## src/inc/tsoc_pkg.sv

```systemverilog
package tsoc_pkg;

    // channel count and counter width
    localparam int NUM_CH = 4;
    localparam int CNT_W  = 8;

    // status/control register field positions
    localparam int BIT_FLAG_B   = 7;
    localparam int BIT_FLAG_A   = 6;
    localparam int BIT_WRAP     = 5;
    localparam int BIT_MODE     = 4;  // trigger source select / capture select / spare
    localparam int BIT_B_SEL_HI = 3;
    localparam int BIT_B_SEL_LO = 2;
    localparam int BIT_A_SEL_HI = 1;
    localparam int BIT_A_SEL_LO = 0;

    // reset and standby values of the four status/control registers
    localparam logic [7:0] CSR_RST_CH0 = 8'h00;
    localparam logic [7:0] CSR_RST_CH1 = 8'h00;
    localparam logic [7:0] CSR_RST_CH2 = 8'h10;
    localparam logic [7:0] CSR_RST_CH3 = 8'h00;

    // counter value from which the counter wraps to zero
    localparam logic [7:0] CNT_MAX = 8'hFF;

    // pin action codes; the numeric order is also the priority order
    localparam logic [1:0] ACT_NONE   = 2'h0;
    localparam logic [1:0] ACT_LOW    = 2'h1;
    localparam logic [1:0] ACT_HIGH   = 2'h2;
    localparam logic [1:0] ACT_TOGGLE = 2'h3;

    // capture edge codes
    localparam logic [1:0] EDGE_RISE = 2'h0;
    localparam logic [1:0] EDGE_FALL = 2'h1;
    localparam logic [1:0] EDGE_BOTH = 2'h2;

    // edge of the external conversion trigger pin that starts a conversion
    localparam logic [1:0] EXT_TRIG_EDGE = 2'h1;

endpackage : tsoc_pkg

```

## src/inc/tsoc_act_if.sv

```systemverilog
`timescale 1ns/1ns
`default_nettype none

// carries one channel's match events and action selects to the pin resolver
interface tsoc_act_if;
    logic       hit_a;
    logic       hit_b;
    logic [1:0] a_sel;
    logic [1:0] b_sel;
    logic       cur;
    logic       nxt;

    modport ctrl (output hit_a, output hit_b, output a_sel, output b_sel, output cur,
                  input nxt);
    modport act  (input hit_a, input hit_b, input a_sel, input b_sel, input cur,
                  output nxt);
endinterface : tsoc_act_if

`default_nettype wire

```

## src/rtl/tsoc_edge_detect.sv

```systemverilog
`timescale 1ns/1ns
`default_nettype none

module tsoc_edge_detect (
    input  wire logic       ref_clk,
    input  wire logic       rst,
    input  wire logic       pin_in,
    input  wire logic [1:0] edge_sel,
    output logic            edge_hit
);
    typedef struct packed {
        logic s1;
        logic s2;
        logic s3;
    } tsoc_edge_state_t;

    tsoc_edge_state_t st_r;
    tsoc_edge_state_t st_nxt;

    // two-stage synchroniser then one history stage; s1 feeds s2 only
    always_comb begin
        st_nxt    = st_r;
        st_nxt.s1 = pin_in;
        st_nxt.s2 = st_r.s1;
        st_nxt.s3 = st_r.s2;
    end

    always_ff @(posedge ref_clk or posedge rst) begin
        if (rst) begin
            st_r <= '0;
        end else begin
            st_r <= st_nxt;
        end
    end

    // edge decode; the unused code detects nothing
    always_comb begin
        case (edge_sel)
            tsoc_pkg::EDGE_RISE: edge_hit = st_r.s2 & ~st_r.s3;
            tsoc_pkg::EDGE_FALL: edge_hit = ~st_r.s2 & st_r.s3;
            tsoc_pkg::EDGE_BOTH: edge_hit = st_r.s2 ^ st_r.s3;
            default:             edge_hit = 1'b0;
        endcase
    end
endmodule : tsoc_edge_detect

`default_nettype wire

```

## src/rtl/tsoc_pin_action.sv

```systemverilog
`timescale 1ns/1ns
`default_nettype none

module tsoc_pin_action (
    tsoc_act_if.act port_a
);
    logic [1:0] code_a;
    logic [1:0] code_b;
    logic [1:0] code_win;

    // codes are ordered toggle > high > low, so the larger one wins
    always_comb begin
        code_a   = port_a.hit_a ? port_a.a_sel : tsoc_pkg::ACT_NONE;
        code_b   = port_a.hit_b ? port_a.b_sel : tsoc_pkg::ACT_NONE;
        code_win = (code_a > code_b) ? code_a : code_b;
        case (code_win)
            tsoc_pkg::ACT_LOW:    port_a.nxt = 1'b0;
            tsoc_pkg::ACT_HIGH:   port_a.nxt = 1'b1;
            tsoc_pkg::ACT_TOGGLE: port_a.nxt = ~port_a.cur;
            default:              port_a.nxt = port_a.cur;
        endcase
    end
endmodule : tsoc_pin_action

`default_nettype wire

```

## src/rtl/tsoc_status_output_ctrl.sv

```systemverilog
// Contract
// - writing one to bits 7 to 5 has no effect; zero may only clear
// - a flag clears only on a zero write after a read that saw it set
// - match_b_flag sets on counter equal const_b, or on a capture
// - odd channel in capture mode blocks even channel match_b_flag on compare
// - match_a_flag sets when counter equals const_a
// - wrap_flag sets when the counter rolls over from its maximum to zero
// - reset and standby load channel 2 with 0x10, the others with zero
// - conversion start gated by master enable, then trigger pin or ch0 match A
// - bit 4 holds the value last written and reads it back
// - bit 4 of odd channels selects compare or capture use of const_b
// - in capture mode the even channel's match B drives no pin, no irq
// - in capture mode the odd pin is input only; capture sets match_b_flag
// - b_action_sel in compare mode: none, low, high, toggle
// - b_action_sel in capture mode: rising, falling, both, none
// - a_action_sel: none, low, high, toggle on match A
// - simultaneous A and B matches apply the higher-priority pin action
// - all four action bits zero disables the channel's timer output
// - interrupt requests only while flag set and its enable is one
// - matches register on the counting pulse that leaves the matched value
`timescale 1ns/1ns
`default_nettype none

module tsoc_status_output_ctrl (
    input  wire logic            ref_clk,
    input  wire logic            rst,
    input  wire logic            standby,
    input  wire logic [1:0]      reg_sel,
    input  wire logic            reg_rd,
    input  wire logic            reg_wr,
    input  wire logic [7:0]      reg_wdata,
    output logic      [7:0]      reg_rdata,
    input  wire logic [3:0][7:0] tick_counter,
    input  wire logic [3:0][7:0] const_a,
    input  wire logic [3:0][7:0] const_b,
    input  wire logic [3:0]      count_tick,
    input  wire logic [3:0]      match_a_irq_enable,
    input  wire logic [3:0]      match_b_irq_enable,
    input  wire logic [3:0]      wrap_irq_enable,
    input  wire logic            conv_trigger_master,
    input  wire logic            ext_conv_trigger_pin,
    input  wire logic [1:0]      odd_wave_capture_pin_in,
    output logic      [1:0]      odd_wave_capture_pin_out,
    output logic      [1:0]      odd_wave_capture_pin_oe,
    output logic      [1:0]      even_wave_pin,
    output logic      [1:0]      even_wave_oe,
    output logic      [3:0]      match_a_irq,
    output logic      [3:0]      match_b_irq,
    output logic      [3:0]      wrap_irq,
    output logic      [1:0]      capture_load,
    output logic                 conv_start_req
);
    typedef struct packed {
        logic [3:0][7:0] csr;
        logic [3:0][2:0] armed;     // flags seen at one by reads since the last write
        logic [3:0]      pin;
        logic [3:0]      oe;
        logic [3:0]      irq_a;
        logic [3:0]      irq_b;
        logic [3:0]      irq_w;
        logic [1:0]      cap_load;
        logic            conv_start;
        logic [7:0]      rdata;
    } tsoc_state_t;

    tsoc_state_t st_r;
    tsoc_state_t st_nxt;

    // a match counts only on the pulse that moves the counter off the value
    function automatic logic cnt_hit(input logic tick, input logic [7:0] cnt,
                                     input logic [7:0] ref_val);
        cnt_hit = tick && (cnt == ref_val);
    endfunction : cnt_hit

    // reset and standby image
    function automatic tsoc_state_t init_state();
        tsoc_state_t v;
        v        = '0;
        v.csr[0] = tsoc_pkg::CSR_RST_CH0;
        v.csr[1] = tsoc_pkg::CSR_RST_CH1;
        v.csr[2] = tsoc_pkg::CSR_RST_CH2;
        v.csr[3] = tsoc_pkg::CSR_RST_CH3;
        init_state = v;
    endfunction : init_state

    logic [1:0] cap_edge;
    logic       ext_edge;
    logic [3:0] hit_a;
    logic [3:0] hit_b;
    logic [3:0] hit_w;
    logic [3:0] cap_ev;
    logic [3:0] pin_nxt;
    logic [3:0] cap_mode;

    // capture pins pass the synchroniser; edge chosen by the odd channel
    tsoc_edge_detect u_cap_edge_ch1 (
        .ref_clk  (ref_clk),
        .rst      (rst),
        .pin_in   (odd_wave_capture_pin_in[0]),
        .edge_sel (st_r.csr[1][tsoc_pkg::BIT_B_SEL_HI:tsoc_pkg::BIT_B_SEL_LO]),
        .edge_hit (cap_edge[0])
    );

    tsoc_edge_detect u_cap_edge_ch3 (
        .ref_clk  (ref_clk),
        .rst      (rst),
        .pin_in   (odd_wave_capture_pin_in[1]),
        .edge_sel (st_r.csr[3][tsoc_pkg::BIT_B_SEL_HI:tsoc_pkg::BIT_B_SEL_LO]),
        .edge_hit (cap_edge[1])
    );

    // external conversion trigger, also synchronised before use
    tsoc_edge_detect u_ext_trig (
        .ref_clk  (ref_clk),
        .rst      (rst),
        .pin_in   (ext_conv_trigger_pin),
        .edge_sel (tsoc_pkg::EXT_TRIG_EDGE),
        .edge_hit (ext_edge)
    );

    // per-channel event decode
    always_comb begin
        for (int c = 0; c < tsoc_pkg::NUM_CH; c++) begin
            // bit 4 of the odd channel of the pair selects capture use
            cap_mode[c] = st_r.csr[c | 1][tsoc_pkg::BIT_MODE];
            hit_a[c]    = cnt_hit(count_tick[c], tick_counter[c], const_a[c]);
            hit_w[c]    = cnt_hit(count_tick[c], tick_counter[c], tsoc_pkg::CNT_MAX);
            // compare B is dropped in capture mode for both channels of a pair
            hit_b[c]    = cnt_hit(count_tick[c], tick_counter[c], const_b[c])
                          && !cap_mode[c];
            cap_ev[c]   = ((c % 2) == 1) && cap_mode[c] && cap_edge[c / 2];
        end
    end

    // one pin resolver per channel, joined through the action interface
    for (genvar g = 0; g < tsoc_pkg::NUM_CH; g++) begin : g_pin
        tsoc_act_if act_if ();

        assign act_if.hit_a = hit_a[g];
        assign act_if.hit_b = hit_b[g];
        assign act_if.a_sel = st_r.csr[g][tsoc_pkg::BIT_A_SEL_HI:tsoc_pkg::BIT_A_SEL_LO];
        assign act_if.b_sel = st_r.csr[g][tsoc_pkg::BIT_B_SEL_HI:tsoc_pkg::BIT_B_SEL_LO];
        assign act_if.cur   = st_r.pin[g];
        assign pin_nxt[g]   = act_if.nxt;

        tsoc_pin_action u_act (
            .port_a (act_if)
        );
    end

    // register access, flag setting, pins and request outputs
    always_comb begin
        st_nxt          = st_r;
        st_nxt.cap_load = '0;
        for (int c = 0; c < tsoc_pkg::NUM_CH; c++) begin
            if (reg_wr && (reg_sel == 2'(c))) begin
                // bit 4 and the action selects store as written
                st_nxt.csr[c][4:0] = reg_wdata[4:0];
                for (int f = 0; f < 3; f++) begin
                    // a one is ignored; a zero clears only an armed flag
                    if (!reg_wdata[tsoc_pkg::BIT_WRAP + f] && st_r.armed[c][f]) begin
                        st_nxt.csr[c][tsoc_pkg::BIT_WRAP + f] = 1'b0;
                    end
                end
                st_nxt.armed[c] = '0;
            end else if (reg_rd && (reg_sel == 2'(c))) begin
                // remember which flags software has seen at one
                st_nxt.armed[c] = st_r.armed[c]
                                  | st_r.csr[c][tsoc_pkg::BIT_FLAG_B:tsoc_pkg::BIT_WRAP];
                st_nxt.rdata    = st_r.csr[c];
            end
            // setting is applied after clearing so a coincident event survives
            if (hit_b[c] || cap_ev[c]) begin
                st_nxt.csr[c][tsoc_pkg::BIT_FLAG_B] = 1'b1;
            end
            if (hit_a[c]) begin
                st_nxt.csr[c][tsoc_pkg::BIT_FLAG_A] = 1'b1;
            end
            if (hit_w[c]) begin
                st_nxt.csr[c][tsoc_pkg::BIT_WRAP] = 1'b1;
            end
            // interrupt levels follow the flag gated by its enable
            st_nxt.irq_a[c] = st_nxt.csr[c][tsoc_pkg::BIT_FLAG_A]
                              && match_a_irq_enable[c];
            st_nxt.irq_b[c] = st_nxt.csr[c][tsoc_pkg::BIT_FLAG_B]
                              && match_b_irq_enable[c];
            st_nxt.irq_w[c] = st_nxt.csr[c][tsoc_pkg::BIT_WRAP] && wrap_irq_enable[c];
            st_nxt.pin[c]   = pin_nxt[c];
            // output enabled when any action bit is set and not a capture input
            st_nxt.oe[c]    = (|st_nxt.csr[c][3:0])
                              && !(((c % 2) == 1)
                              && st_nxt.csr[c][tsoc_pkg::BIT_MODE]);
        end
        // capture strobes tell the counter logic to copy into const_b
        st_nxt.cap_load[0] = cap_ev[1];
        st_nxt.cap_load[1] = cap_ev[3];
        // conversion start: master gate first, then trigger source choice
        st_nxt.conv_start  = conv_trigger_master
                             && (st_r.csr[0][tsoc_pkg::BIT_MODE] ? hit_a[0] : ext_edge);
        if (standby) begin
            st_nxt = init_state();
        end
    end

    always_ff @(posedge ref_clk or posedge rst) begin
        if (rst) begin
            st_r <= init_state();
        end else begin
            st_r <= st_nxt;
        end
    end

    // all outputs straight from the state register
    assign reg_rdata                = st_r.rdata;
    assign even_wave_pin            = {st_r.pin[2], st_r.pin[0]};
    assign even_wave_oe             = {st_r.oe[2], st_r.oe[0]};
    assign odd_wave_capture_pin_out = {st_r.pin[3], st_r.pin[1]};
    assign odd_wave_capture_pin_oe  = {st_r.oe[3], st_r.oe[1]};
    assign match_a_irq              = st_r.irq_a;
    assign match_b_irq              = st_r.irq_b;
    assign wrap_irq                 = st_r.irq_w;
    assign capture_load             = st_r.cap_load;
    assign conv_start_req           = st_r.conv_start;
endmodule : tsoc_status_output_ctrl

`default_nettype wire

```

## config.mk

```make
export PLATFORM = sky130hd
export DESIGN_NAME = tsoc_status_output_ctrl
export DESIGN_NICKNAME = d
export VERILOG_FILES = /design/src/inc/tsoc_pkg.sv /design/src/inc/tsoc_act_if.sv /design/src/rtl/tsoc_edge_detect.sv /design/src/rtl/tsoc_pin_action.sv /design/src/rtl/tsoc_status_output_ctrl.sv
export SDC_FILE = /design/constraint.sdc
export NUM_CORES = 1
export LEC_CHECK = 0
export ABC_AREA = 1
export BUFFER_PORTS_ARGS = -buffer_cell sky130_fd_sc_hd__clkbuf_2
export CAP_MARGIN = 20
export CORE_MARGIN = 2
export CORE_UTILIZATION = 40
export CTS_CLUSTER_SIZE = 8
export DETAILED_ROUTE_END_ITERATION = 6
export PLACE_DENSITY = 0.69
export SKIP_CTS_REPAIR_TIMING = 1
export SYNTH_ARGS = -nofsm -noshare
export SYNTH_HDL_FRONTEND = slang
export SYNTH_SLANG_ARGS = --single-unit
```

## constraint.sdc

```tcl
create_clock -name ref_clk -period 3.5 [get_ports ref_clk]
set_clock_uncertainty 0.1 [all_clocks]
set_input_delay 0.7 -clock ref_clk [delete_from_list [all_inputs] [get_ports ref_clk]]
set_output_delay 0.7 -clock ref_clk [all_outputs]
set_load 0.01 [all_outputs]
```

======== After elaboration in Yosys (flattened, before gate mapping) ========
Index checks and enable logic that the tools add are counted.
storage, ports and cells
  register bits after elaboration ......... 84
  input bits .............................. 131
  output and inout port bits .............. 31
  word-level logic and storage cells ...... 228
cells by class
  magnitude comparators ................... 4
  bitwise gates (word level) .............. 20
  multiplexer cells ....................... 64
  eq/ne operators ......................... 31
  reductions and logical operators ........ 79
operator list
  cell                                                                    count
  8-bit two-way mux                                                       12
  75-bit two-way mux                                                      1
  8-bit equality test                                                     8
  1-bit logical AND                                                       53
  8-bit equality test (second input constant)                             4
  1-bit two-way mux                                                       25
  2-bit equality test (second input constant)                             12
  2-bit two-way mux                                                       12
  3-bit two-way mux                                                       8
  1-bit case mux with 3 select lines                                      6
  4-bit nonzero test                                                      4
  4-bit OR reduction                                                      4
  2-bit by 1-bit equality test with 1-bit output (second input constant)  7
  3-bit bitwise OR                                                        4
  3-bit nonzero test                                                      4
  1-bit NOT                                                               9
  2-bit greater-than comparator                                           4
  1-bit logical NOT                                                       7
  2-bit logical NOT                                                       3
  1-bit AND                                                               5
  2-bit nonzero test                                                      2
  1-bit logical OR                                                        2
  1-bit XOR                                                               2

======== Depth between registers and ports, before layout ========
Gate-level depths: netlist (run 1).
  word-level depth ........................ 11
  mapped depth ............................ 21

======== Modules after synthesis ========
A second synthesis (run 1) with hierarchy kept.
second synthesis, totals
  cell total of the unflattened synthesis .. 888
  area total of the unflattened synthesis .. 5895.7 um^2
modules (own cells, without submodules)
  module                   instances  cells each  area an instance (um^2)
  tsoc_status_output_ctrl  1          763         5003.5
  tsoc_edge_detect         3          15          148.9
  tsoc_pin_action          4          20          111.4

======== Worst setup path before layout (run 1) ========
No wires, ideal clock.
  path kind ............................... input to register
  from .................................... in tick_counter[11] (netlist name)
  to ...................................... reg st_r (netlist bit odd_wave_capture_pin_out[0])
  stages .................................. 17
  library setup time ...................... 130 ps
  buffers on the path ..................... 0
  arrival ................................. 2532 ps
  slack ................................... 739 ps
  path through ............................ inv_1 -> nand2_1 -> nand2_1 -> nor2_1 -> nand3_1 -> nor2_1 -> nand2_1 -> ha_1 -> a22oi_1 -> inv_1 -> nand3_1 -> o21ai_0 -> ha_1 -> a21oi_1 -> nor2_1 -> o211ai_1 -> o41ai_1
on the way
  cells in the longest elaborated chain, start to end .. 9
  elaborated cells between the ends (all ways) .. 15
ends and longest elaborated chain
  item                                                                                   RTL line                        source
  from (decl)                                                                            tsoc_status_output_ctrl.sv:33   input wire logic [3:0][7:0] tick_counter,
  8-bit equality test                                                                    tsoc_status_output_ctrl.sv:72   cnt_hit = tick && (cnt == ref_val);
  1-bit logical AND                                                                      tsoc_status_output_ctrl.sv:72
  1-bit logical AND                                                                      tsoc_status_output_ctrl.sv:130  && !cap_mode[c];
  2-bit two-way mux                                                                      tsoc_pin_action.sv:14           code_b = port_a.hit_b ? port_a.b_sel : tsoc_pkg::ACT_NONE;
  2-bit greater-than comparator                                                          tsoc_pin_action.sv:15           code_win = (code_a > code_b) ? code_a : code_b;
  2-bit two-way mux *                                                                    tsoc_pin_action.sv:15
  2-bit equality test or 2-bit by 1-bit equality test with 1-bit output (tied branches)  tsoc_pin_action.sv:16           case (code_win)
  1-bit case mux with 3 select lines                                                     tsoc_pin_action.sv:16
  75-bit two-way mux                                                                     tsoc_status_output_ctrl.sv:200  if (standby) begin
  to (signal assigned)                                                                   tsoc_status_output_ctrl.sv:207  st_r <= init_state();
  to (signal assigned)                                                                   tsoc_status_output_ctrl.sv:209  st_r <= st_nxt;
  to (decl)                                                                              tsoc_status_output_ctrl.sv:66   tsoc_state_t st_r;
Mark *: on every way between the ends. The rest lies on a longest branch, timed or not.
A chain may end at the register's enable or synchronous reset.

======== Final worst setup path (run 1) ========
  from .................................... reg st_r (netlist bit cap_mode[0])
  to ...................................... reg st_r (netlist bit odd_wave_capture_pin_out[0])
on the way
  cells in the longest elaborated chain, start to end .. 8
  elaborated cells between the ends (all ways) .. 11
ends and longest elaborated chain
  item                                                                                   RTL line
  1-bit logical NOT *                                                                    tsoc_status_output_ctrl.sv:130
  1-bit logical AND *                                                                    tsoc_status_output_ctrl.sv:130
  2-bit two-way mux *                                                                    tsoc_pin_action.sv:14
  2-bit greater-than comparator                                                          tsoc_pin_action.sv:15
  2-bit two-way mux *                                                                    tsoc_pin_action.sv:15
  2-bit equality test or 2-bit by 1-bit equality test with 1-bit output (tied branches)  tsoc_pin_action.sv:16
  1-bit case mux with 3 select lines                                                     tsoc_pin_action.sv:16
  75-bit two-way mux                                                                     tsoc_status_output_ctrl.sv:200
Marked as above.

==> results of run 1 <==
==> state kept, by name, summed over array words and instances, names as in the netlist, 4 cells and up <==
signal,flops
match_b_irq,4
wrap_irq,4
st_r,26
reg_rdata,8
match_a_irq,4
g_pin.act_if.b_sel,8
g_pin.act_if.a_sel,8
==> routing by layer <==
metal	vias to the layer above	routed length, µm
met3	31	561
met2	118	7760
li1	3151	-
met4	0	403
met5	-	0
met1	2619	7090
==> cell families after synthesis <==
| logic type | after synthesis | synth area share, % |
|---|---|---|
| simple gates | 492 | 33.2 |
| buf+inv | 224 | 15.8 |
| compound gates | 107 | 10.3 |
| flops | 84 | 34.0 |
| fa+ha+maj | 24 | 4.85 |
| xor+xnor | 13 | 1.84 |
==> through the flow <==
stage          instance area [µm²]  hold WS, ns
6_report                      7240        0.247
5_1_grt                       7240        0.258
4_1_cts                       7240        0.250
3_5_place_dp                  6960        0.236
3_3_place_gp                  6960        0.232
2_1_floorplan                 6190        0.231
==> worst max-delay path by stage <==
stage / from / slack (ns) / endpoint
floorplan: rst / 0.54 / cap_mode[0]
global placement: tick_counter[19] / 0.44 / even_wave_pin[1]
detailed placement: tick_counter[11] / 0.32 / odd_wave_capture_pin_out[0]
CTS: cap_mode[0] / 0.54 / odd_wave_capture_pin_out[0]
global route: cap_mode[0] / 0.29 / odd_wave_capture_pin_out[0]
finish: cap_mode[0] / 0.56 / odd_wave_capture_pin_out[0]
==> power breakdown <==
group | internal [mW] | leakage, nW | switching [mW]
registers | 1.00 | 1.13 | 0.0192
clock network | 0.551 | 0.143 | 0.386
logic | 0.159 | 3.02 | 0.267
total | 1.71 | 4.30 | 0.672
==> layout by cell type (no fill, tap or decap), types with 2 or more instances in the layout <==
cell         n
nand2_1    295
inv_1      174
clkbuf_2   161
nor2_1     108
dfrtp_1     83
nand3_1     39
a21oi_1     35
o21ai_0     24
ha_1        24
nand4_1     16
o21ai_1     15
nor3_1      11
clkbuf_16    9
xor2_1       8
or2_2        6
o31ai_1      6
xnor2_1      5
inv_2        4
clkinv_2     4
o41ai_1      4
o211ai_1     3
nand3b_1     3
o31ai_2      3
a22oi_1      3
a31oi_1      3
a21oi_2      3
nand3_2      2
a21boi_0     2
o21a_1       2
nor3_4       2
nand2_4      2
nor2_4       2
nand2_2      2
nor2_2       2
a21o_1       2
o2111ai_1    2
clkbuf_1     2
==> Yosys cell counts, drive strengths merged <==
| library cell | count |
|---|---|
| a21boi | 2 |
| dfstp | 1 |
| xor2 | 8 |
| o41ai | 4 |
| o21ai | 39 |
| dfrtp | 83 |
| and2 | 1 |
| ha | 24 |
| nand4 | 16 |
| o211ai | 3 |
| a21oi | 38 |
| xnor2 | 5 |
| inv | 179 |
| a31oi | 3 |
| o2111ai | 2 |
| nand3b | 3 |
| a21o | 2 |
| nand3 | 41 |
| a22oi | 3 |
| nor2 | 112 |
| nand2 | 299 |
| and3 | 1 |
| clkbuf | 7 |
| nor3 | 13 |
| buf | 38 |
| o31ai | 9 |
| o21a | 2 |
| or2 | 6 |
==> cell type report <==
class / instances / area (µm²)
sequential: 84 / 2100
multi-input combinational: 636 / 3110
inverter: 179 / 673
clock inverter: 5 / 53.8
tap: 188 / 235
clock buffer: 11 / 233
fill: 1589 / 7900
timing repair buffer: 163 / 833
==> results by group, run 1 <==
Status
  • Outcome: finished, final reports clean

Logic synthesis
  • Synth Cell Area: 0.00619 mm²
  • Synth Area per Inst: 6.56 µm²
  • Yosys warnings: 0
  • Cell taking the most area after synthesis: dfrtp_1
  • Top cells by area, synth: dfrtp_1 (34%), nand2_1 (18%), inv_1 (11%)
  • Top cell type's share of synthesized area: 33.5%
  • Syn_nets: 1099
  • Synth cell types: 40
  • Register area share after synthesis: 34.0%
  • Synth Register Bits: 84
  • Synthesized instance count: approximately 940

Timing
  • Fmax: roughly 340 MHz
  • PnR worst setup slack: about 0.56 ns
  • Finish-stage setup viols: 0
  • RSZ-0062 raised after global routing: false
  • Max Slew Vio Count: 0
  • Final Hold Violating Endpoints: 0
  • Final period utilization: 84.1%
  • Max-slew headroom: 51.1%
  • Worst Max-Slew Pin Slew: 0.733 ns
  • Setup TNS: 0 ns
  • Period minus WS final: 2.94 ns

Critical path
  • CP cell instances: inv_1 -> nand2_1 -> nor2_1 -> nand3_1 -> nor2_1 -> nand2_1 -> ha_1 -> a22oi_1 -> inv_1 -> nand3_1 -> o21ai_0 -> ha_1 -> a21oi_1 -> nor2_1 -> o211ai_1 -> o41ai_1
  • Stages on the worst setup path: 16
  • Largest stage delay on the critical path: 0.40 ns
  • CP top delay family: simple AND/OR/NAND/NOR gates
  • R2r setup slk: ~0.56 ns
  • WP buf/inv: 2
  • R2r endpoint: odd_wave_capture_pin_out[0]
  • Worst R2R Path Depth: 16
  • Kind of critical path: reg2reg
  • CP max stage cell: dfrtp_1
  • R2r startpoint: cap_mode[0]
  • Worst setup EP type: flip-flop
  • Critical Path RT: 3.60 ns
  • Worst Path Max Fanout: 4
  • Worst endpoint data arrival time: 3.04 ns
  • Top cell by count, worst path: nor2_1
  • Startpoint Class: flip-flop

CTS
  • Clk Latency, worst-skew pair: roughly 0.34 ns
  • Clock Sinks: 84
  • H-tree depth: 3
  • Reg clk slew, reported paths: 0.06 ns
  • Root buf cell: clkbuf_16
  • CTS buffer count: 9
  • CTS Buffer Depth: 2
  • CTS tree: built

Global route
  • Vias in the first global route: ~5600
  • Total gr overflow: 0
  • First-pass GRT wire length: 25800 µm
  • Busiest grt layer: met2
  • Met1 usage: about 25%
  • Tot GR Track Use: between 10% and 20%
  • Met2 track utilization from global routing: 34.1%
  • Met3 GRT Util: approximately 2.7%
  • Largest net degree at the start of global routing: between 50 and 60
  • Initial antenna violation count: 0

Hold path
  • Hold Path Class: reg2reg
  • Worst hold stages: 0
  • Hold_sp: u_cap_edge_ch3.st_nxt[1]
  • Hold endpoint: u_cap_edge_ch3.st_nxt[0]

Route
  • Wire per inst: 12.5 µm
  • DRT antenna net count: 0
  • Drt first pass iters: 5
  • WL final: 15800 µm
  • Initial DRC Count: 296
  • Residual DRC: 0
  • Routed via count: 5919
  • Vias per cell: 4.68

Floorplan
  • Chip width: 128 µm
  • Die height: ~130 µm
  • Io pins: 162
  • FP Rows: 45
  • Starting Density: 40.9%
  • Full die area: 0.0165 mm²
  • Core Region: between 0.015 and 0.02 mm²

Pwr
  • Pwr Total: 2.38 mW
  • Leak: around 4.3 nW
  • Worst vdd ir: 0.246 mV
  • PwrDens: 329 mW/mm²

Layout
  • Final Util: 47.8%
  • Final non-filler cell total: 1266
  • Area Overhead vs Synth: 16.9%
  • Number of antenna diodes: 0
  • Fin nets: between 1000 and 1500
  • Layout cell share with drive strength beyond 1: 19.2%

Place
  • Cells after DPL: 1250
  • Detailed Place HPWL: 12600 µm
  • IO buf count: 161
  • Place WS: 0.324 ns
  • Gp weighted congestion: 0.888

Run
  • Max Cap Violations: 0
(Power assumes the default switching activity.)
==> run 2, diff against run 1 <==
--- a/config.mk
+++ b/config.mk
@@ -12,7 +12,7 @@
 export CORE_UTILIZATION = 40
 export CTS_CLUSTER_SIZE = 8
 export DETAILED_ROUTE_END_ITERATION = 6
-export PLACE_DENSITY = 0.69
+export PLACE_DENSITY = 0.72
 export SKIP_CTS_REPAIR_TIMING = 1
 export SYNTH_ARGS = -nofsm -noshare
 export SYNTH_HDL_FRONTEND = slang
==> constraint.sdc (replaced) <==
create_clock -name ref_clk -period 2.4 [get_ports ref_clk]
set_clock_uncertainty 0.1 [all_clocks]
set_input_delay 0.48 -clock ref_clk [delete_from_list [all_inputs] [get_ports ref_clk]]
set_output_delay 0.48 -clock ref_clk [all_outputs]
set_load 0.01 [all_outputs]
==> run 2 against run 1 <==
Against the previous run:
- the run now ends with negative setup slack left
- wire length is 6.0% higher
- die area did not move
- clock-buffer cell count grew 1
- sequential cell count did not move
- total power rose by 48%
- global-route usage grew 0.81 points
- clock power is 39% higher
- via count increased by 6.7%
- combinational power rose by 70%
- first-iteration DRC count is 45% higher
- register-to-register slack got worse by 0.65 ns
- critical endpoint unchanged
- largest cell class unchanged
==> results by group, run 2 (synthesis gave the netlist of run 1 again) <==
Status
  • Outcome: complete, but fails checks (was finished, final reports clean)
  • Violations in the final reports: negative setup slack

Layout
  • Reg area: 0.00210 mm² (unchanged)
  • Fin nets: 1309 (was 1228)
  • Area Overhead vs Synth: 30.0% (was 16.9%)
  • Number of antenna diodes: 0 (unchanged)
  • Multi-input logic area: 0.00332 mm² (was 0.00311 mm²)
  • Layout cell share with drive strength beyond 1: 28.7% (was 19.2%)
  • Largest Register: st_r (unchanged)
  • Max FFs per register: 26 (unchanged)
  • Highest-count cells in the layout ignoring fill and taps: nand2_1 (291), inv_1 (168), clkbuf_2 (161), nor2_1 (95), dfrtp_1 (83) (was nand2_1 (295), inv_1 (174), clkbuf_2 (161), nor2_1 (108), dfrtp_1 (83))
  • Most common cell after layout, fill and taps aside: nand2_1 (unchanged)
  • Final non-filler cell total: 1347 (was 1266)
  • Final Util: 53.2% (was 47.8%)
  • Filler cell count in the final layout: 1475 (was 1589)

Global route
  • Total gr overflow: 0 (unchanged)
  • Vias in the first global route: 5842 (was 5606)
  • Largest net degree at the start of global routing: 85 (was 53)
  • Initial antenna violation count: 0 (unchanged)
  • Tot GR Track Use: 20.4% (was 19.6%)
  • First-pass GRT wire length: 27100 µm (was 25800 µm)

Place
  • Detailed Place HPWL: 13300 µm (was 12600 µm)
  • Place WS: -0.426 ns (was 0.324 ns)
  • IO buf count: 161 (unchanged)
  • Cells after DPL: 1326 (was 1250)
  • Gp weighted congestion: 0.896 (was 0.888)

Floorplan
  • Die height: 128 µm (unchanged)
  • Full die area: 0.0165 mm² (unchanged)
  • Io pins: 162 (unchanged)
  • Starting Density: 40.9% (unchanged)
  • FP Rows: 45 (unchanged)
  • Chip width: 128 µm (unchanged)
  • Core Region: 0.0151 mm² (unchanged)

Pwr
  • Clock share of power: 37.1% (was 39.3%)
  • Sw power: 1.00 mW (was 672 µW)
  • Net Sw Frac: 28.5% (was 28.2%)
  • Worst vdd ir: 0.292 mV (was 0.246 mV)
  • Leak: 4.68 nW (was 4.30 nW)
  • PwrDens: 436 mW/mm² (was 329 mW/mm²)
  • Pwr Total: 3.52 mW (was 2.38 mW)
  • Sequential Power Share: 42.3% (was 42.8%)
  • Gate power share: 20.6% (was 17.9%)
  • Int Pwr: 2.51 mW (was 1.71 mW)

Timing
  • RSZ-0062 raised after global routing: true (was false)
  • Worst Max-Slew Pin Slew: 0.488 ns (was 0.733 ns)
  • Max Slew Vio Count: 0 (unchanged)
  • Fmax: 401 MHz (was 340 MHz)
  • Hold WS: 0.148 ns (was 0.247 ns)
  • Period minus WS final: 2.50 ns (was 2.94 ns)
  • Final Hold Violating Endpoints: 0 (unchanged)
  • Final period utilization: 104% (was 84.1%)
  • PnR worst setup slack: -0.0951 ns (was 0.558 ns)
  • Max-slew headroom: 67.4% (was 51.1%)
  • Finish-stage setup viols: 4 (was 0)

Route
  • WL final: 16800 µm (was 15800 µm)
  • Initial DRC Count: 428 (was 296)
  • DRT antenna net count: 0 (unchanged)
  • Vias per cell: 4.69 (was 4.68)
  • Drt first pass iters: 5 (unchanged)
  • Residual DRC: 0 (unchanged)
  • Wire per inst: 12.4 µm (was 12.5 µm)
  • Routed via count: 6317 (was 5919)

CTS
  • CTS buffer count: 9 (unchanged)
  • Clk Latency, worst-skew pair: 0.34 ns (about the same)
  • CTS tree: built (unchanged)
  • Clock Sinks: 84 (unchanged)
  • H-tree depth: 3 (unchanged)
  • Reg clk slew, reported paths: 0.06 ns (about the same)
  • CTS Buffer Depth: 2 (unchanged)
  • Root buf cell: clkbuf_16 (unchanged)

Critical path
  • CP cell instances: inv_2 -> nand2_1 -> nor2_2 -> nand3_2 -> nor2_4 -> nand2_2 -> ha_4 -> nand2_1 -> a22oi_2 -> inv_2 -> nand3_1 -> o21ai_2 -> ha_2 -> a21oi_1 -> nor2_1 -> o211ai_1 -> o41ai_1 (was inv_1 -> nand2_1 -> nor2_1 -> nand3_1 -> nor2_1 -> nand2_1 -> ha_1 -> a22oi_1 -> inv_1 -> nand3_1 -> o21ai_0 -> ha_1 -> a21oi_1 -> nor2_1 -> o211ai_1 -> o41ai_1)
  • Largest stage delay on the critical path: 0.38 ns (was 0.40 ns)
  • Kind of critical path: reg2reg (unchanged)
  • Worst endpoint data arrival time: 2.60 ns (was 3.04 ns)
  • Startpoint Class: flip-flop (unchanged)
  • Crit. Startpoint: cap_mode[0] (unchanged)
  • Worst Path Max Fanout: 4 (unchanged)
  • R2r startpoint: cap_mode[0] (unchanged)
  • Worst setup EP type: flip-flop (unchanged)
  • CP max stage cell: dfrtp_1 (unchanged)
  • Critical Path RT: 2.51 ns (was 3.60 ns)

Run
  • Max Cap Violations: 0 (unchanged)

Hold path
  • Hold Path Class: in2async (was reg2reg)
## run 2: cell types whose count changed in the layout (fill, tap and decap cells not counted), sizes merged
cell      before  now
buf            2   83
bufinv         1    0
clkbuf       172  173
clkinv         5    4
clkinvlp       0    1
## run 2: per-stage QoR
step | cell area [µm²] | setup TNS [ns]
after floorplan | 6280 | -0.0834
after global placement | 7610 | -1.25
after detailed placement | 7610 | -1.53
after CTS | 7890 | -0.788
after global routing | 8060 | -1.17
final | 8060 | -0.300
## run 2: power groups by stage
stage          Sequential, mW  Clock (mW)  Combinational, mW
2_1_floorplan            1.50           0              0.397
3_3_place_gp             1.51           0              0.704
3_5_place_dp             1.51           0              0.709
4_1_cts                  1.49        1.33              0.713
5_1_grt                  1.49        1.39              0.815
6_report                 1.49        1.30              0.723
## run 2: area by class of cell
class                      count  area share [%]
multi-input combinational    636            41.2
clock buffer                  12            3.18
sequential                    84            26.1
tap                          188            2.92
inverter                     179            8.39
timing repair buffer         244            17.9
clock inverter                 4           0.295
## run 2: final timing paths
check / end / slack (ns) / depth (start not counted)
max in group asynchronous: st_r[63] / 1.68 / 3
worst max-delay path: odd_wave_capture_pin_out[0] / -0.1 / 17
min in group ref_clk: u_ext_trig.st_nxt[1] / 0.15 / 1
worst max register to register: odd_wave_capture_pin_out[0] / -0.1 / 17
worst min register to register: u_cap_edge_ch1.st_nxt[0] / 0.25 / 0
worst min-delay path: match_a_irq[1] / 0.15 / 3
## run 2: critical path: cells and delay by family (launching register included)
kind | cells | cell delay, ns
DFF | 1 | 0.38
adders and majority gates | 2 | 0.46
AOI/OAI and AO/OA | 5 | 0.49
and+or+nand+nor | 8 | 0.77
buffers and inverters | 2 | 0.16
## run 2: routing by layer
layer	up-vias	share of wire (%)	GRT usage, %	wire, µm
met4	0	0.81	3.94	136
met5	-	0	0	0
met2	149	48	34.7	8040
met1	2855	46	27.2	7650
met3	12	5.6	4.07	939
li1	3301	-	-	-
